File: config.mk
export PLATFORM = sky130hd
export DESIGN_NAME = mcv_cmd
export DESIGN_NICKNAME = d
export VERILOG_FILES = /design/src/logic/mcv_pkg.sv /design/src/logic/mcv_i2f.sv /design/src/logic/mcv_cmd.sv
export VERILOG_INCLUDE_DIRS = /design/src /design/src/logic
export SDC_FILE = /design/constraint.sdc
export NUM_CORES = 2
export LEC_CHECK = 0
export ABC_AREA = 0
export BUFFER_PORTS_ARGS = -buffer_cell sky130_fd_sc_hd__buf_4
export CAP_MARGIN = 20
export CORE_UTILIZATION = 50
export DETAILED_ROUTE_END_ITERATION = 16
export GPL_TIMING_DRIVEN = 0
export PLACE_DENSITY = 0.66
export SYNTH_ARGS = -nofsm -noshare
export SYNTH_HDL_FRONTEND = slang
export SYNTH_SLANG_ARGS = --single-unit
File: constraint.sdc
create_clock -name clk_i -period 26.3 [get_ports clk_i]
set_clock_uncertainty 0.2 [all_clocks]
set_input_delay 1.315 -clock clk_i [delete_from_list [all_inputs] [get_ports clk_i]]
set_output_delay 1.315 -clock clk_i [all_outputs]
set_load 0.005 [all_outputs]
File: src/logic/mcv_cfg.svh
// Constants for the calibration and read-voltages command block
`ifndef MCV_CFG_SVH
`define MCV_CFG_SVH

`define MCV_AVG_DEFAULT 8'h08
`define MCV_CH_CAL 8'h43
`define MCV_CH_VOLT 8'h56
`define MCV_CH_SPACE 8'h20
`define MCV_CH_ACK 8'h41
`define MCV_CH_NAK 8'h4E
`define MCV_CH_MINUS 8'h2D
`define MCV_CH_DOT 8'h2E
`define MCV_CH_ZERO 8'h30
`define MCV_SUB_CONFIG 16'h0000
`define MCV_SUB_COLLECT 16'h0001
`define MCV_SUB_APPLY 16'h0002
`define MCV_SUB_ABORT 16'h0003
`define MCV_FIT_ORDER 16'h0001
`define MCV_MIN_PTS 16'h0002
`define MCV_MAX_AVG 16'h00FF
`define MCV_FMT_DEC 4'h0
`define MCV_FMT_HEX8 4'h1
`define MCV_FMT_HEX16 4'h2
`define MCV_FMT_MILLI 4'h5
`define MCV_FMT_BE 4'h7
`define MCV_FMT_LE 4'h8
`define MCV_LEN_DEC 5'h0D
`define MCV_LEN_HEX8 5'h09
`define MCV_LEN_HEX16 5'h11
`define MCV_LEN_BIN 5'h04
`define MCV_VOLT_FS 20'sh00005
`define MCV_UV_SCALE 40'h00004C4B40
`define MCV_MV_SCALE 32'sh00001388
`define MCV_ADC_FRAC 15
`define MCV_SP_EXP_BIAS 8'h70
`define MCV_DP_EXP_BIAS 11'h3F0
`define MCV_DEC_DIGITS 3'h7

`endif

File: src/logic/mcv_pkg.sv
// Types for the calibration and read-voltages command block
package mcv_pkg;
  typedef enum logic [3:0] {
    MCV_RECV  = 4'h0,
    MCV_EXEC  = 4'h1,
    MCV_FIT   = 4'h3,
    MCV_REPLY = 4'h2,
    MCV_VSEL  = 4'h6,
    MCV_VLOAD = 4'h7,
    MCV_VDIG  = 4'h5,
    MCV_VEMIT = 4'h4
  } mcv_state_e;
endpackage : mcv_pkg

File: src/logic/mcv_i2f.sv
// Signed fixed-point volts to single and double float
`timescale 1ns/1ps
`default_nettype none
`include "mcv_cfg.svh"
module mcv_i2f (
  input wire logic signed [19:0] value_i,
  output logic [31:0] single_o,
  output logic [63:0] double_o
);
  logic [18:0] mag;
  logic [4:0] msb;
  logic [23:0] sh;
  logic [52:0] shd;
  wire sign = value_i[19];

  assign mag = sign ? 19'(-value_i) : value_i[18:0];

  // Leading one of the magnitude
  always_comb
  begin
    msb = 5'h00;
    for (int i = 0; i < 19; i++)
      if (mag[i])
        msb = 5'(i);
  end

  // Value is magnitude times two to the minus fifteen
  assign sh = 24'(mag) << (5'h17 - msb);
  assign shd = 53'(mag) << (6'h34 - {1'b0, msb});
  assign single_o = (mag == 19'h00000) ? 32'h00000000 :
                    {sign, 8'(msb) + `MCV_SP_EXP_BIAS, sh[22:0]};
  assign double_o = (mag == 19'h00000) ? 64'h0000000000000000 :
                    {sign, 11'(msb) + `MCV_DP_EXP_BIAS, shd[51:0]};
endmodule : mcv_i2f
`default_nettype wire

File: src/logic/mcv_cmd.sv
// Calibration finish/abort and read-voltages command handler
//
// What this block does
// - Calculate-and-apply answers A only when all points were collected and the fit is reasonable, else N.
// - New correction terms stay in force for their channels until reset.
// - Finishing calculate-and-apply restores the averaging count in force before the sequence.
// - Abort restores the averaging count in force before the sequence.
// - Configure-and-start after collection began acts exactly as abort.
// - Command letter, sub-command index and parameters are split by single spaces.
// - Read-voltages returns raw counts scaled to volts with no coefficients applied.
// - The channel selector is four hex characters, leftmost bit channel sixteen, rightmost channel one.
// - Values go out highest selected channel first, each text value led by one space.
// - Format 0 decimal, 1 eight-digit hex, 2 sixteen-digit hex of a double, 5 millivolt hex, 7 and 8 binary.
// - Values stay within 13, 9, 17 or 4 characters by format, binary with no leading space.
// - Starting a sequence swaps the averaging count (default eight) for the configured one until it ends.
`timescale 1ns/1ps
`default_nettype none
`include "mcv_cfg.svh"
module mcv_cmd #(
  parameter int MAX_PTS = 16
) (
  input wire logic clk_i,
  input wire logic rst_n_i,
  input wire logic rx_valid_i,
  input wire logic [7:0] rx_data_i,
  input wire logic rx_last_i,
  output logic rx_ready_o,
  output logic tx_valid_o,
  output logic [7:0] tx_data_o,
  output logic tx_last_o,
  input wire logic tx_ready_i,
  output logic [7:0] avg_count_o,
  output logic cal_active_o,
  output logic [15:0] cal_mask_o,
  output logic cal_point_o,
  output logic [7:0] cal_point_idx_o,
  output logic fit_start_o,
  input wire logic fit_done_i,
  input wire logic fit_ok_i,
  output logic [15:0] coef_valid_o,
  output logic [3:0] chan_sel_o,
  input wire logic signed [15:0] raw_count_i
);
  import mcv_pkg::*;

  function automatic [7:0] hex_char(input [3:0] n);
    hex_char = (n < 4'hA) ? 8'h30 + {4'h0, n} : 8'h37 + {4'h0, n};
  endfunction : hex_char

  function automatic [4:0] top_bit(input [15:0] m);
    top_bit = 5'h00;
    for (int i = 0; i < 16; i++)
      if (m[i])
        top_bit = {1'b1, 4'(i)};
  endfunction : top_bit

  mcv_state_e state;
  logic [4:0] pos;
  logic [2:0] fld;
  logic [4:0] flen;
  logic bad;
  logic [7:0] cmd;
  logic [19:0] hexacc;
  logic [15:0] decacc;
  logic [19:0] fhex [0:5];
  logic [15:0] fdec [0:5];
  logic [7:0] avg_saved;
  logic collecting;
  logic [4:0] npts;
  logic [15:0] pts_got;
  logic [15:0] vrem;
  logic [3:0] vfmt;
  logic vfirst;
  logic signed [15:0] cnt;
  logic [22:0] uv;
  logic [3:0] digs [0:6];
  logic [2:0] dig;
  logic [4:0] ocnt;
  logic [7:0] obuf [0:16];
  logic [4:0] olen;
  logic [31:0] fsingle;
  logic [63:0] fdouble;

  // Character classes of the incoming byte
  wire take = rx_valid_i && rx_ready_o && (state == MCV_RECV);
  wire is_dig = (rx_data_i >= 8'h30) && (rx_data_i <= 8'h39);
  wire is_hex = ((rx_data_i >= 8'h41) && (rx_data_i <= 8'h46)) || ((rx_data_i >= 8'h61) && (rx_data_i <= 8'h66));
  wire is_num = is_dig || is_hex;
  wire is_sp = (rx_data_i == `MCV_CH_SPACE);
  wire is_punct = (rx_data_i == `MCV_CH_DOT) || (rx_data_i == `MCV_CH_MINUS);
  wire [3:0] nib = is_dig ? rx_data_i[3:0] : rx_data_i[3:0] + 4'h9;
  wire [19:0] hex_next = {hexacc[15:0], nib};
  wire [15:0] dec_next = 16'(decacc * 16'h000A) + {12'h000, nib};
  wire sep_bad = (flen == 5'h00) || (fld == 3'h5) || ((fld == 3'h0) && (pos != 5'h01));
  wire sep_ok = take && (pos != 5'h00) && is_sp && !sep_bad;
  wire store_en = sep_ok || (take && rx_last_i && !is_sp && (pos != 5'h00));
  wire [19:0] store_hex = (is_num && !is_sp) ? hex_next : hexacc;
  wire [15:0] store_dec = (is_num && !is_sp) ? dec_next : decacc;

  // Command decode at end of line
  wire [15:0] sub = fdec[1];
  wire exec_c = !bad && (cmd == `MCV_CH_CAL) && (fld != 3'h0);
  wire cmd_cfg = exec_c && (sub == `MCV_SUB_CONFIG);
  wire cfg_ok = (fld == 3'h5) && (fhex[2][15:0] != 16'h0000) && (fdec[3] >= `MCV_MIN_PTS) &&
                (fdec[3] <= 16'(MAX_PTS)) && (fdec[4] == `MCV_FIT_ORDER) && (fdec[5] != 16'h0000) &&
                (fdec[5] <= `MCV_MAX_AVG);
  wire cmd_pt = exec_c && (sub == `MCV_SUB_COLLECT) && (fld == 3'h3);
  wire pt_ok = (fdec[2] >= 16'h0001) && (fdec[2] <= {11'h000, npts});
  wire cmd_fin = exec_c && (sub == `MCV_SUB_APPLY) && (fld == 3'h1);
  wire cmd_abt = exec_c && (sub == `MCV_SUB_ABORT) && (fld == 3'h1);
  wire [15:0] pts_need = 16'((17'h00001 << npts) - 17'h00001);
  wire all_pts = (pts_got == pts_need);
  wire [15:0] vmask = fhex[0][19:4];
  wire [3:0] vfmt_in = fhex[0][3:0];
  wire fmt_ok = (vfmt_in == `MCV_FMT_DEC) || (vfmt_in == `MCV_FMT_HEX8) || (vfmt_in == `MCV_FMT_HEX16) ||
                (vfmt_in == `MCV_FMT_MILLI) || (vfmt_in == `MCV_FMT_BE) || (vfmt_in == `MCV_FMT_LE);
  wire cmd_v = !bad && (cmd == `MCV_CH_VOLT) && (fld == 3'h0) && (pos == 5'h06) && fmt_ok && (vmask != 16'h0000);
  wire [4:0] vtop = top_bit(vrem);

  wire signed [19:0] cnt_x = 20'(cnt);
  wire signed [19:0] volt_n = cnt_x * `MCV_VOLT_FS;
  wire signed [31:0] mv_prod = 32'(cnt) * `MCV_MV_SCALE;
  wire [31:0] mv = 32'(mv_prod >>> `MCV_ADC_FRAC);
  wire [16:0] cnt_abs = cnt[15] ? 17'(-cnt_x) : 17'(cnt_x);
  wire [39:0] uv_prod = 40'(cnt_abs) * `MCV_UV_SCALE;

  mcv_i2f u_i2f (
    .value_i(volt_n),
    .single_o(fsingle),
    .double_o(fdouble)
  );

  always_comb
  begin
    for (int k = 0; k < 17; k++)
      obuf[k] = `MCV_CH_SPACE;
    olen = 5'h01;
    unique case (vfmt)
      `MCV_FMT_DEC:
      begin
        olen = cnt[15] ? 5'h0A : 5'h09;
        if (cnt[15])
          obuf[1] = `MCV_CH_MINUS;
        obuf[olen - 5'h08] = `MCV_CH_ZERO + {4'h0, digs[6]};
        obuf[olen - 5'h07] = `MCV_CH_DOT;
        for (int k = 0; k < 6; k++)
          obuf[olen - 5'(k) - 5'h01] = `MCV_CH_ZERO + {4'h0, digs[k]};
      end
      `MCV_FMT_HEX8, `MCV_FMT_MILLI:
      begin
        olen = `MCV_LEN_HEX8;
        for (int k = 0; k < 8; k++)
          obuf[k + 1] = hex_char(vfmt == `MCV_FMT_MILLI ? mv[31 - 4 * k -: 4] : fsingle[31 - 4 * k -: 4]);
      end
      `MCV_FMT_HEX16:
      begin
        olen = `MCV_LEN_HEX16;
        for (int k = 0; k < 16; k++)
          obuf[k + 1] = hex_char(fdouble[63 - 4 * k -: 4]);
      end
      default:
      begin
        olen = `MCV_LEN_BIN;
        for (int k = 0; k < 4; k++)
          obuf[k] = (vfmt == `MCV_FMT_BE) ? fsingle[31 - 8 * k -: 8] : fsingle[8 * k +: 8];
      end
    endcase
  end

  // Line parser and field store
  always_ff @(posedge clk_i or negedge rst_n_i)
  begin
    if (!rst_n_i)
    begin
      for (int i = 0; i < 6; i++)
      begin
        fhex[i] <= 20'h00000;
        fdec[i] <= 16'h0000;
      end
    end
    else if (store_en)
    begin
      fhex[fld] <= store_hex;
      fdec[fld] <= store_dec;
    end
  end

  always_ff @(posedge clk_i or negedge rst_n_i)
  begin
    if (!rst_n_i)
    begin
      pos <= 5'h00;
      fld <= 3'h0;
      flen <= 5'h00;
      bad <= 1'b0;
      cmd <= 8'h00;
      hexacc <= 20'h00000;
      decacc <= 16'h0000;
    end
    else if (state == MCV_EXEC)
    begin
      pos <= 5'h00;
      fld <= 3'h0;
      flen <= 5'h00;
      bad <= 1'b0;
      hexacc <= 20'h00000;
      decacc <= 16'h0000;
    end
    else if (take)
    begin
      pos <= (pos == 5'h1F) ? pos : pos + 5'h01;
      if (pos == 5'h00)
      begin
        cmd <= rx_data_i;
        flen <= 5'h01;
      end
      else if (is_sp)
      begin
        bad <= bad || sep_bad || rx_last_i;
        fld <= sep_bad ? fld : fld + 3'h1;
        flen <= 5'h00;
        hexacc <= 20'h00000;
        decacc <= 16'h0000;
      end
      else
      begin
        bad <= bad || !(is_num || is_punct);
        flen <= (flen == 5'h1F) ? flen : flen + 5'h01;
        hexacc <= is_num ? hex_next : hexacc;
        decacc <= is_num ? dec_next : decacc;
      end
    end
  end

  // Sequencer, calibration state and reply stream
  always_ff @(posedge clk_i or negedge rst_n_i)
  begin
    if (!rst_n_i)
    begin
      state <= MCV_RECV;
      rx_ready_o <= 1'b1;
      tx_valid_o <= 1'b0;
      tx_data_o <= 8'h00;
      tx_last_o <= 1'b0;
      avg_count_o <= `MCV_AVG_DEFAULT;
      avg_saved <= `MCV_AVG_DEFAULT;
      cal_active_o <= 1'b0;
      cal_mask_o <= 16'h0000;
      cal_point_o <= 1'b0;
      cal_point_idx_o <= 8'h00;
      fit_start_o <= 1'b0;
      coef_valid_o <= 16'h0000;
      chan_sel_o <= 4'h0;
      collecting <= 1'b0;
      npts <= 5'h00;
      pts_got <= 16'h0000;
      vrem <= 16'h0000;
      vfmt <= 4'h0;
      vfirst <= 1'b0;
      cnt <= 16'sh0000;
      uv <= 23'h000000;
      dig <= 3'h0;
      ocnt <= 5'h00;
      for (int i = 0; i < 7; i++)
        digs[i] <= 4'h0;
    end
    else
    begin
      cal_point_o <= 1'b0;
      fit_start_o <= 1'b0;
      unique case (state)
        MCV_RECV:
          if (take && rx_last_i)
          begin
            rx_ready_o <= 1'b0;
            state <= MCV_EXEC;
          end
        MCV_EXEC:
        begin
          state <= MCV_REPLY;
          tx_valid_o <= 1'b1;
          tx_last_o <= 1'b1;
          tx_data_o <= `MCV_CH_NAK;
          if (cmd_v)
          begin
            tx_valid_o <= 1'b0;
            tx_last_o <= 1'b0;
            vrem <= vmask;
            vfmt <= vfmt_in;
            vfirst <= 1'b1;
            state <= MCV_VSEL;
          end
          else if (cmd_abt || (cmd_cfg && cal_active_o && collecting))
          begin
            tx_data_o <= `MCV_CH_ACK;
            if (cal_active_o)
              avg_count_o <= avg_saved;
            cal_active_o <= 1'b0;
            collecting <= 1'b0;
          end
          else if (cmd_cfg && cfg_ok)
          begin
            tx_data_o <= `MCV_CH_ACK;
            if (!cal_active_o)
              avg_saved <= avg_count_o;
            avg_count_o <= fdec[5][7:0];
            cal_active_o <= 1'b1;
            cal_mask_o <= fhex[2][15:0];
            npts <= fdec[3][4:0];
            pts_got <= 16'h0000;
          end
          else if (cmd_pt && cal_active_o && pt_ok)
          begin
            tx_data_o <= `MCV_CH_ACK;
            collecting <= 1'b1;
            pts_got[fdec[2][3:0] - 4'h1] <= 1'b1;
            cal_point_o <= 1'b1;
            cal_point_idx_o <= fdec[2][7:0];
          end
          else if (cmd_fin && cal_active_o && all_pts)
          begin
            tx_valid_o <= 1'b0;
            tx_last_o <= 1'b0;
            fit_start_o <= 1'b1;
            state <= MCV_FIT;
          end
        end
        MCV_FIT:
          if (fit_done_i)
          begin
            avg_count_o <= avg_saved;
            cal_active_o <= 1'b0;
            collecting <= 1'b0;
            if (fit_ok_i)
              coef_valid_o <= coef_valid_o | cal_mask_o;
            tx_data_o <= fit_ok_i ? `MCV_CH_ACK : `MCV_CH_NAK;
            tx_valid_o <= 1'b1;
            tx_last_o <= 1'b1;
            state <= MCV_REPLY;
          end
        MCV_REPLY:
          if (tx_ready_i)
          begin
            tx_valid_o <= 1'b0;
            tx_last_o <= 1'b0;
            rx_ready_o <= 1'b1;
            state <= MCV_RECV;
          end
        MCV_VSEL:
        begin
          chan_sel_o <= vtop[3:0];
          vrem[vtop[3:0]] <= 1'b0;
          vfirst <= 1'b0;
          state <= MCV_VLOAD;
        end
        MCV_VLOAD:
        begin
          cnt <= raw_count_i;
          dig <= 3'h0;
          state <= MCV_VDIG;
        end
        MCV_VDIG:
          if (dig == `MCV_DEC_DIGITS)
          begin
            ocnt <= 5'h00;
            tx_valid_o <= 1'b1;
            tx_data_o <= obuf[0];
            tx_last_o <= (olen == 5'h01) && (vrem == 16'h0000);
            state <= MCV_VEMIT;
          end
          else
          begin
            if (dig == 3'h0)
              uv <= 23'(uv_prod[39:`MCV_ADC_FRAC] / 40'h000000000A);
            else
              uv <= uv / 23'h00000A;
            digs[dig] <= (dig == 3'h0) ? 4'(uv_prod[39:`MCV_ADC_FRAC] % 40'h000000000A) : 4'(uv % 23'h00000A);
            dig <= dig + 3'h1;
          end
        MCV_VEMIT:
          if (tx_ready_i)
          begin
            ocnt <= ocnt + 5'h01;
            tx_data_o <= obuf[ocnt + 5'h01];
            tx_last_o <= (ocnt + 5'h02 == olen) && (vrem == 16'h0000);
            if (ocnt + 5'h01 == olen)
            begin
              tx_valid_o <= 1'b0;
              tx_last_o <= 1'b0;
              rx_ready_o <= (vrem == 16'h0000);
              state <= (vrem == 16'h0000) ? MCV_RECV : MCV_VSEL;
            end
          end
        default:
          state <= MCV_RECV;
      endcase
    end
  end

  property p_fit_nak;
    @(posedge clk_i) disable iff (!rst_n_i)
    (state == MCV_FIT && fit_done_i && !fit_ok_i) |=> (tx_valid_o && tx_data_o == `MCV_CH_NAK);
  endproperty
  a_fit_nak: assert property (p_fit_nak) else $error("failed fit not answered N");
  property p_fit_full;
    @(posedge clk_i) disable iff (!rst_n_i)
    fit_start_o |-> (all_pts && state == MCV_FIT);
  endproperty
  a_fit_full: assert property (p_fit_full) else $error("fit started with points missing");
  property p_coef_keep;
    @(posedge clk_i) disable iff (!rst_n_i)
    1'b1 |=> ((coef_valid_o & $past(coef_valid_o)) == $past(coef_valid_o));
  endproperty
  a_coef_keep: assert property (p_coef_keep) else $error("correction terms lost");
  property p_fin_restore;
    @(posedge clk_i) disable iff (!rst_n_i)
    (state == MCV_FIT && fit_done_i) |=> (avg_count_o == $past(avg_saved) && !cal_active_o);
  endproperty
  a_fin_restore: assert property (p_fin_restore) else $error("count not restored on finish");
  property p_abt_restore;
    @(posedge clk_i) disable iff (!rst_n_i)
    (state == MCV_EXEC && cmd_abt && cal_active_o) |=> (avg_count_o == $past(avg_saved)) ##1 !cal_active_o;
  endproperty
  a_abt_restore: assert property (p_abt_restore) else $error("count not restored on abort");
  property p_restart;
    @(posedge clk_i) disable iff (!rst_n_i)
    (state == MCV_EXEC && cmd_cfg && cal_active_o && collecting) |=> (!cal_active_o && tx_data_o == `MCV_CH_ACK);
  endproperty
  a_restart: assert property (p_restart) else $error("restart did not abort");
  property p_desc;
    @(posedge clk_i) disable iff (!rst_n_i)
    (state == MCV_VSEL && !vfirst) |=> (chan_sel_o < $past(chan_sel_o));
  endproperty
  a_desc: assert property (p_desc) else $error("channel order not descending");
  property p_len;
    @(posedge clk_i) disable iff (!rst_n_i)
    (state == MCV_VEMIT) |-> (olen <= `MCV_LEN_HEX16 && (vfmt != `MCV_FMT_DEC || olen <= `MCV_LEN_DEC));
  endproperty
  a_len: assert property (p_len) else $error("value too long");
  property p_cfg_avg;
    @(posedge clk_i) disable iff (!rst_n_i)
    (state == MCV_EXEC && cmd_cfg && cfg_ok && !collecting) |=> (avg_count_o == $past(fdec[5][7:0]) && cal_active_o);
  endproperty
  a_cfg_avg: assert property (p_cfg_avg) else $error("configured count not applied");
  property p_idle_nak;
    @(posedge clk_i) disable iff (!rst_n_i)
    (state == MCV_EXEC && (cmd_pt || cmd_fin) && !cal_active_o) |=> (tx_valid_o && tx_last_o && tx_data_o == `MCV_CH_NAK);
  endproperty
  a_idle_nak: assert property (p_idle_nak) else $error("idle sequence not refused");
endmodule : mcv_cmd
`default_nettype wire

# Word-level counts from Yosys, hierarchy flattened
# Cells that the tools add are included.
# totals
reg_bits	469
latchBits	0
ram_bits	0
mem_bits_ro	0
wordCells	634
memories	0
# op_classes
add_sub_neg	83
multipliers	4
div_mod_pow	4
order_cmp	60
eq_ne	53
shifts	3
n_mux	230
bitwise	23
n_reduce_logical	125
# op_table
cell	count
$bwmux W136	7
$add A6 B4 Y7 const A	55
$demux W8 S5	8
$mux W4	46
$mux W8	23
$mux W7	24
$mux W16	10
$mux W20	7
$pmux W64 S2	1
$bwmux W120	1
$pmux W40 S3	1
$bwmux W96	1
$lt A4 B4 Y1 const B	24
$pmux W24 S3	1
$and A68 B68 Y68	1
$not A68 Y68	1
$or A68 B68 Y68	1
$mux W5	13
$mux W64	1
$demux W20 S3	1
$logic_and A1 B1 Y1	55
$ge A6 B6 Y1 const B	9
$not A5 Y6	9
$shl A19 B6 Y52	1
110 further kinds	284

# Longest topological paths before layout
# logic_depth
ltp_word	33
depth_mapped	67
depth_no_buf	60

# Cells and area by module
# A second synthesis with hierarchy kept.
# unflattened
hier_cells	4683
hier_area_um2	38998.7
# modules_own_cells
module	n_inst	cells_each	area_per_inst_um2	seq_area_each_um2
mcv_cmd	1	4096	35257.6	9137.5
mcv_i2f	1	587	3741.1	0.0

# Worst setup path after synthesis
# OpenSTA, ideal clock, no wires.
# synth_timing
path_kind	reg2reg
start	register cnt[15]
end	register digs[26] (netlist bit)
t_arrival_ns	14.423
setup_slack_ns	11.552
stages_incl_launch_ff	59
n_path_buf	6
cell_sequence	dfrtp_1 > buf_4 > clkbuf_1 > buf_1 > clkbuf_1 > nand2_1 > xnor2_1 > ha_1 > ha_1 > fa_1 > fa_1 > fa_1 > inv_1 > fa_1 > inv_1 > ha_1 > nand4_1 > nor3_1 > (+23 left out) > buf_2 > nand3_1 > o22ai_1 > nor2_1 > xnor2_1 > ha_1 > nand2b_1 > o31ai_1 > o31ai_2 > xnor2_1 > inv_1 > ha_1 > a21oi_1 > inv_1 > o21ai_0 > and4_4 > mux2_4 > mux2_2
# synth_via
elab_chain_cells	6
# synth_lines
element	line	source
from (decl)	mcv_cmd.sv:74	logic signed [15:0] cnt;
from (signal assigned)	mcv_cmd.sv:358	cnt <= raw_count_i;
$neg A16 Y17	mcv_cmd.sv:124	wire [16:0] cnt_abs = cnt[15] ? 17'(-cnt_x) : 17'(cnt_x);
$mux W17 (*)	mcv_cmd.sv:124	
$mul A17 B17 Y34 (no line) (*)	n/a	
$mod A25 B4 Y40 (*)	mcv_cmd.sv:377	digs[dig] <= (dig == 3'h0) ? 4'(uv_prod[39:`MCV_ADC_FRAC] % 40'h000000000A) : 4'(uv % 23'h00000A);
$mux W4 (*)	mcv_cmd.sv:377	
$bwmux W28 (*)	mcv_cmd.sv:377	
to (signal, indexed assignment)	mcv_cmd.sv:377	
to (decl)	mcv_cmd.sv:76	logic [3:0] digs [0:6];
# Every way passes the cells marked *; elsewhere a longest branch is shown, timed or not.
# A chain may end at the register's enable or synchronous reset.

# Worst setup path in the final report
# layout_timing
start	register cnt[0]
end	register digs[15] (netlist bit)
# The elaborated chain is that of the path after synthesis.

==> out/results.txt <==
Worst EP required - 26610 ps
Global-route wire length before repair - 209800 um
First-pass DRT Iterations - 6
Vias in the first global route - 35430
Post-Synthesis Cells - 4623
Slew @ Worst Pin - 1324 ps
Peak Freq - 0.05406 GHz
Crit path kind - reg -> reg
Slew Limit Headroom - 9.467%
GR Layer Usage met2 - 57.17%
GRT overflow - 0
Hold buffer count at CTS - 0
XOR/XNOR share of the synthesized area - 4.091%
Max Slew Vio Count - 0
Post-synth EDFFs - 0
Share of layout cells above drive strength 1 - 10.25%
Syn_area_per_cell - 8.243 um^2
Cell taking the most area after synthesis - dfrtp_1
Nets - 5287
Fill count - 7048
Cts bufs inserted - 43
Mapped Area - 0.03811 mm^2
Status - completed
Synthesized flop and latch total - 365
Startpoint Class - flip-flop
Max Root-Sink Buffers - 3
Starting Density - 50.84%
Hold Violations, Final - 0
Worst flop-to-flop path endpoint - digs[15]
Post-synth top area share - 23.77%
Grt peak-use layer - met2
Syn nets - 5134
Resize count post-CTS - 0
CP Capture Type - flip-flop
R2R depth - 61
Area contributors post-synth - dfrtp_1 24%, ha_1 12%, fa_1 6.3%
H-tree levels - 2
RSZ-0062 raised after global routing - false
Routed Antenna Nets - 0
Beginning of the critical path - cnt[0]
Reg clk slew, reported paths - 70 ps
Largest family of logic cells by synthesized area - compound AO/OA/AOI/OAI gates
Largest net degree at the start of global routing - 126
Worst-Skew Late Latency - 590 ps
Die width - 278.1 um
Core Rows - 100
DR vias - 36430
Hold Path End - coef_valid_o[15]
FF-to-FF setup slack - 7800 ps
Per-cell routed wire length - 23.46 um
Most frequent cell after synthesis - nand2_1
Ys flop type - dfrtp_1
Critical path data arrival time - 18810 ps
Sequential share of the synthesized area - 23.98%
MaxCap Viol Count - 0
DRC violations left - 0
Slowest CP cell - dfrtp_1
Min Clock Period, post-route - 18500 ps
Fin crit share - 70.33%
Initial antenna violation count - 1
Postcts setup bufs - 0
Setup Total Neg Slack - 0 ps
Worst-path maximum fanout - 13
Core Region - 0.07495 mm^2
Die height - 278.1 um
CTS tree - done
Hold WC Path Type - reg -> reg
Clk root buf - clkbuf_16
Multi-input logic area - 0.02682 mm^2
Post-synthesis adder-cell area fraction - 18.18%
Vias/cell - 6.302
Synth async-reset ratio - 100.0%
Clk sinks - 365
Post-DP HPWL - 106300 um
Die area - 0.07732 mm^2
GRT Total Usage - 34.60%
Routability congestion estimate - 1.042
Min-delay src - coef_valid_o[15]
CP peak stage delay - 810 ps
Simple-Gate Fraction of Synth Area - 18.77%
Hold depth - 1
Synth Area in Compound Gates - 20.89%
Met3 Use GR - 3.383%
Mux contribution to synthesized area - 8.406%
Top post-synthesis cells by count - 555 x nand2_1, 403 x nor2_1, 362 x dfrtp_1
IO Port Bufs - 96
Register area - 0.009138 mm^2
Io pins - 97
Layout area overhead - 9.805%
Final wirelength - 135600 um
Grt met1 use - 45.95%
Yosys warning count - 0
Unique masters post-synth - 125
Starting DRC count in detailed routing - 3452
Most frequent CP cell - inv_1
# setup viols final - 0
Worst flop-to-flop path startpoint - cnt[0]
-- logic make-up after synthesis --
| logic type | Yosys count |
|---|---|
| AO/OA/AOI/OAI | 1213 |
| adder cells (fa/ha/maj) | 482 |
| multiplexers | 288 |
| flip-flops | 365 |
| buffers and inverters | 560 |
| XOR/XNOR | 175 |
| AND/OR/NAND/NOR | 1540 |
-- cell usage in the layout (no fill, tap or decap), types with 15 or more instances in the layout --
cell type and n:
nand2_1 555, nor2_1 403, dfrtp_1 362, ha_1 360, inv_1 341, a21oi_1 323
o21ai_0 301, mux2_2 165, clkbuf_1 162, xnor2_1 128, nor3_1 124, fa_1 120
mux2i_1 112, nand3_1 102, buf_4 101, nor4_1 63, a31oi_1 54, nand4_1 46
xor2_1 45, a211oi_1 43, clkbuf_16 43, a21o_1 41, o211ai_1 40, o31ai_1 40
and2_1 39, o22ai_1 35, and3_1 34, nor2b_1 30, buf_1 27, buf_2 26
nand2b_1 24, o21a_1 24, a221oi_1 23, o21bai_1 22, or2_2 18, or3_1 16
or4_1 16, a211o_1 16, o21ai_1 15
-- critical path, delay by kind of cell (launching register included) --
kind                       cells  cell delay, ps
adders and majority gates     10            3960
and+or+nand+nor               14            2940
DFF                            1             810
buffers and inverters         10            1850
AOI/OAI and AO/OA             22            6610
muxes                          1             270
xor gates and xnor gates       4            1710
-- through the flow --
step | worst slack, ps | cell area [um^2] | hold slack [ps] | std cells | utilization, %
floorplan | 11550 | 38110 | 238.6 | 4623 | -
global placement | 8328 | 40040 | 239.4 | 5688 | 53.42
detailed placement | 8091 | 40180 | 244.9 | 5697 | 53.61
CTS | 8104 | 41820 | 258.8 | 5777 | 55.80
global route | 6752 | 41840 | 275.9 | 5780 | 55.82
finish | 7803 | 41840 | 256.3 | 5781 | 55.83
-- worst max-delay path by stage --
stage / to / slack, ps
2_1_floorplan: digs[26] / 11550
3_3_place_gp: digs[27] / 8330
3_5_place_dp: digs[27] / 8090
4_1_cts: digs[27] / 8100
5_1_grt: digs[27] / 6750
6_report: digs[15] / 7800
-- layout make-up --
class	count	share of cell area, %
diodes	1	0.005981
plain buffers	215	2.078
clock buffers	49	2.745
clock inverters	31	1.175
inverters	345	3.095
multi-input cells	3698	64.10
flip-flops and latches	365	21.84
well taps	969	2.898
repair buffers	108	2.063
-- flip-flops by register name, indices dropped and copies added (netlist names), 4 cells and up --
register and cells:
chan_sel_o 4, hexacc 20, avg_saved 8, fdec 63, vfmt 4, uv 22, cmd 8, digs 28
npts 5, vrem 16, cal_point_idx_o 8, tx_data_o 8, fhex 36, sub 16, avg_count_o 8, cal_mask_o 16
cnt 16, decacc 15, flen 5, coef_valid_o 16, ocnt 5, pos 5, pts_got 16
-- metal layers --
layer  routed length, um  vias to the layer above
met3                7940                      352
met1               58300                    17630
met4                6882                        0
met5                   0                        -
li1                    -                    16950
met2               62510                     1492
Power is not shown: default switching activity piles up to over one toggle a cycle in this logic, so the estimate is an artifact.
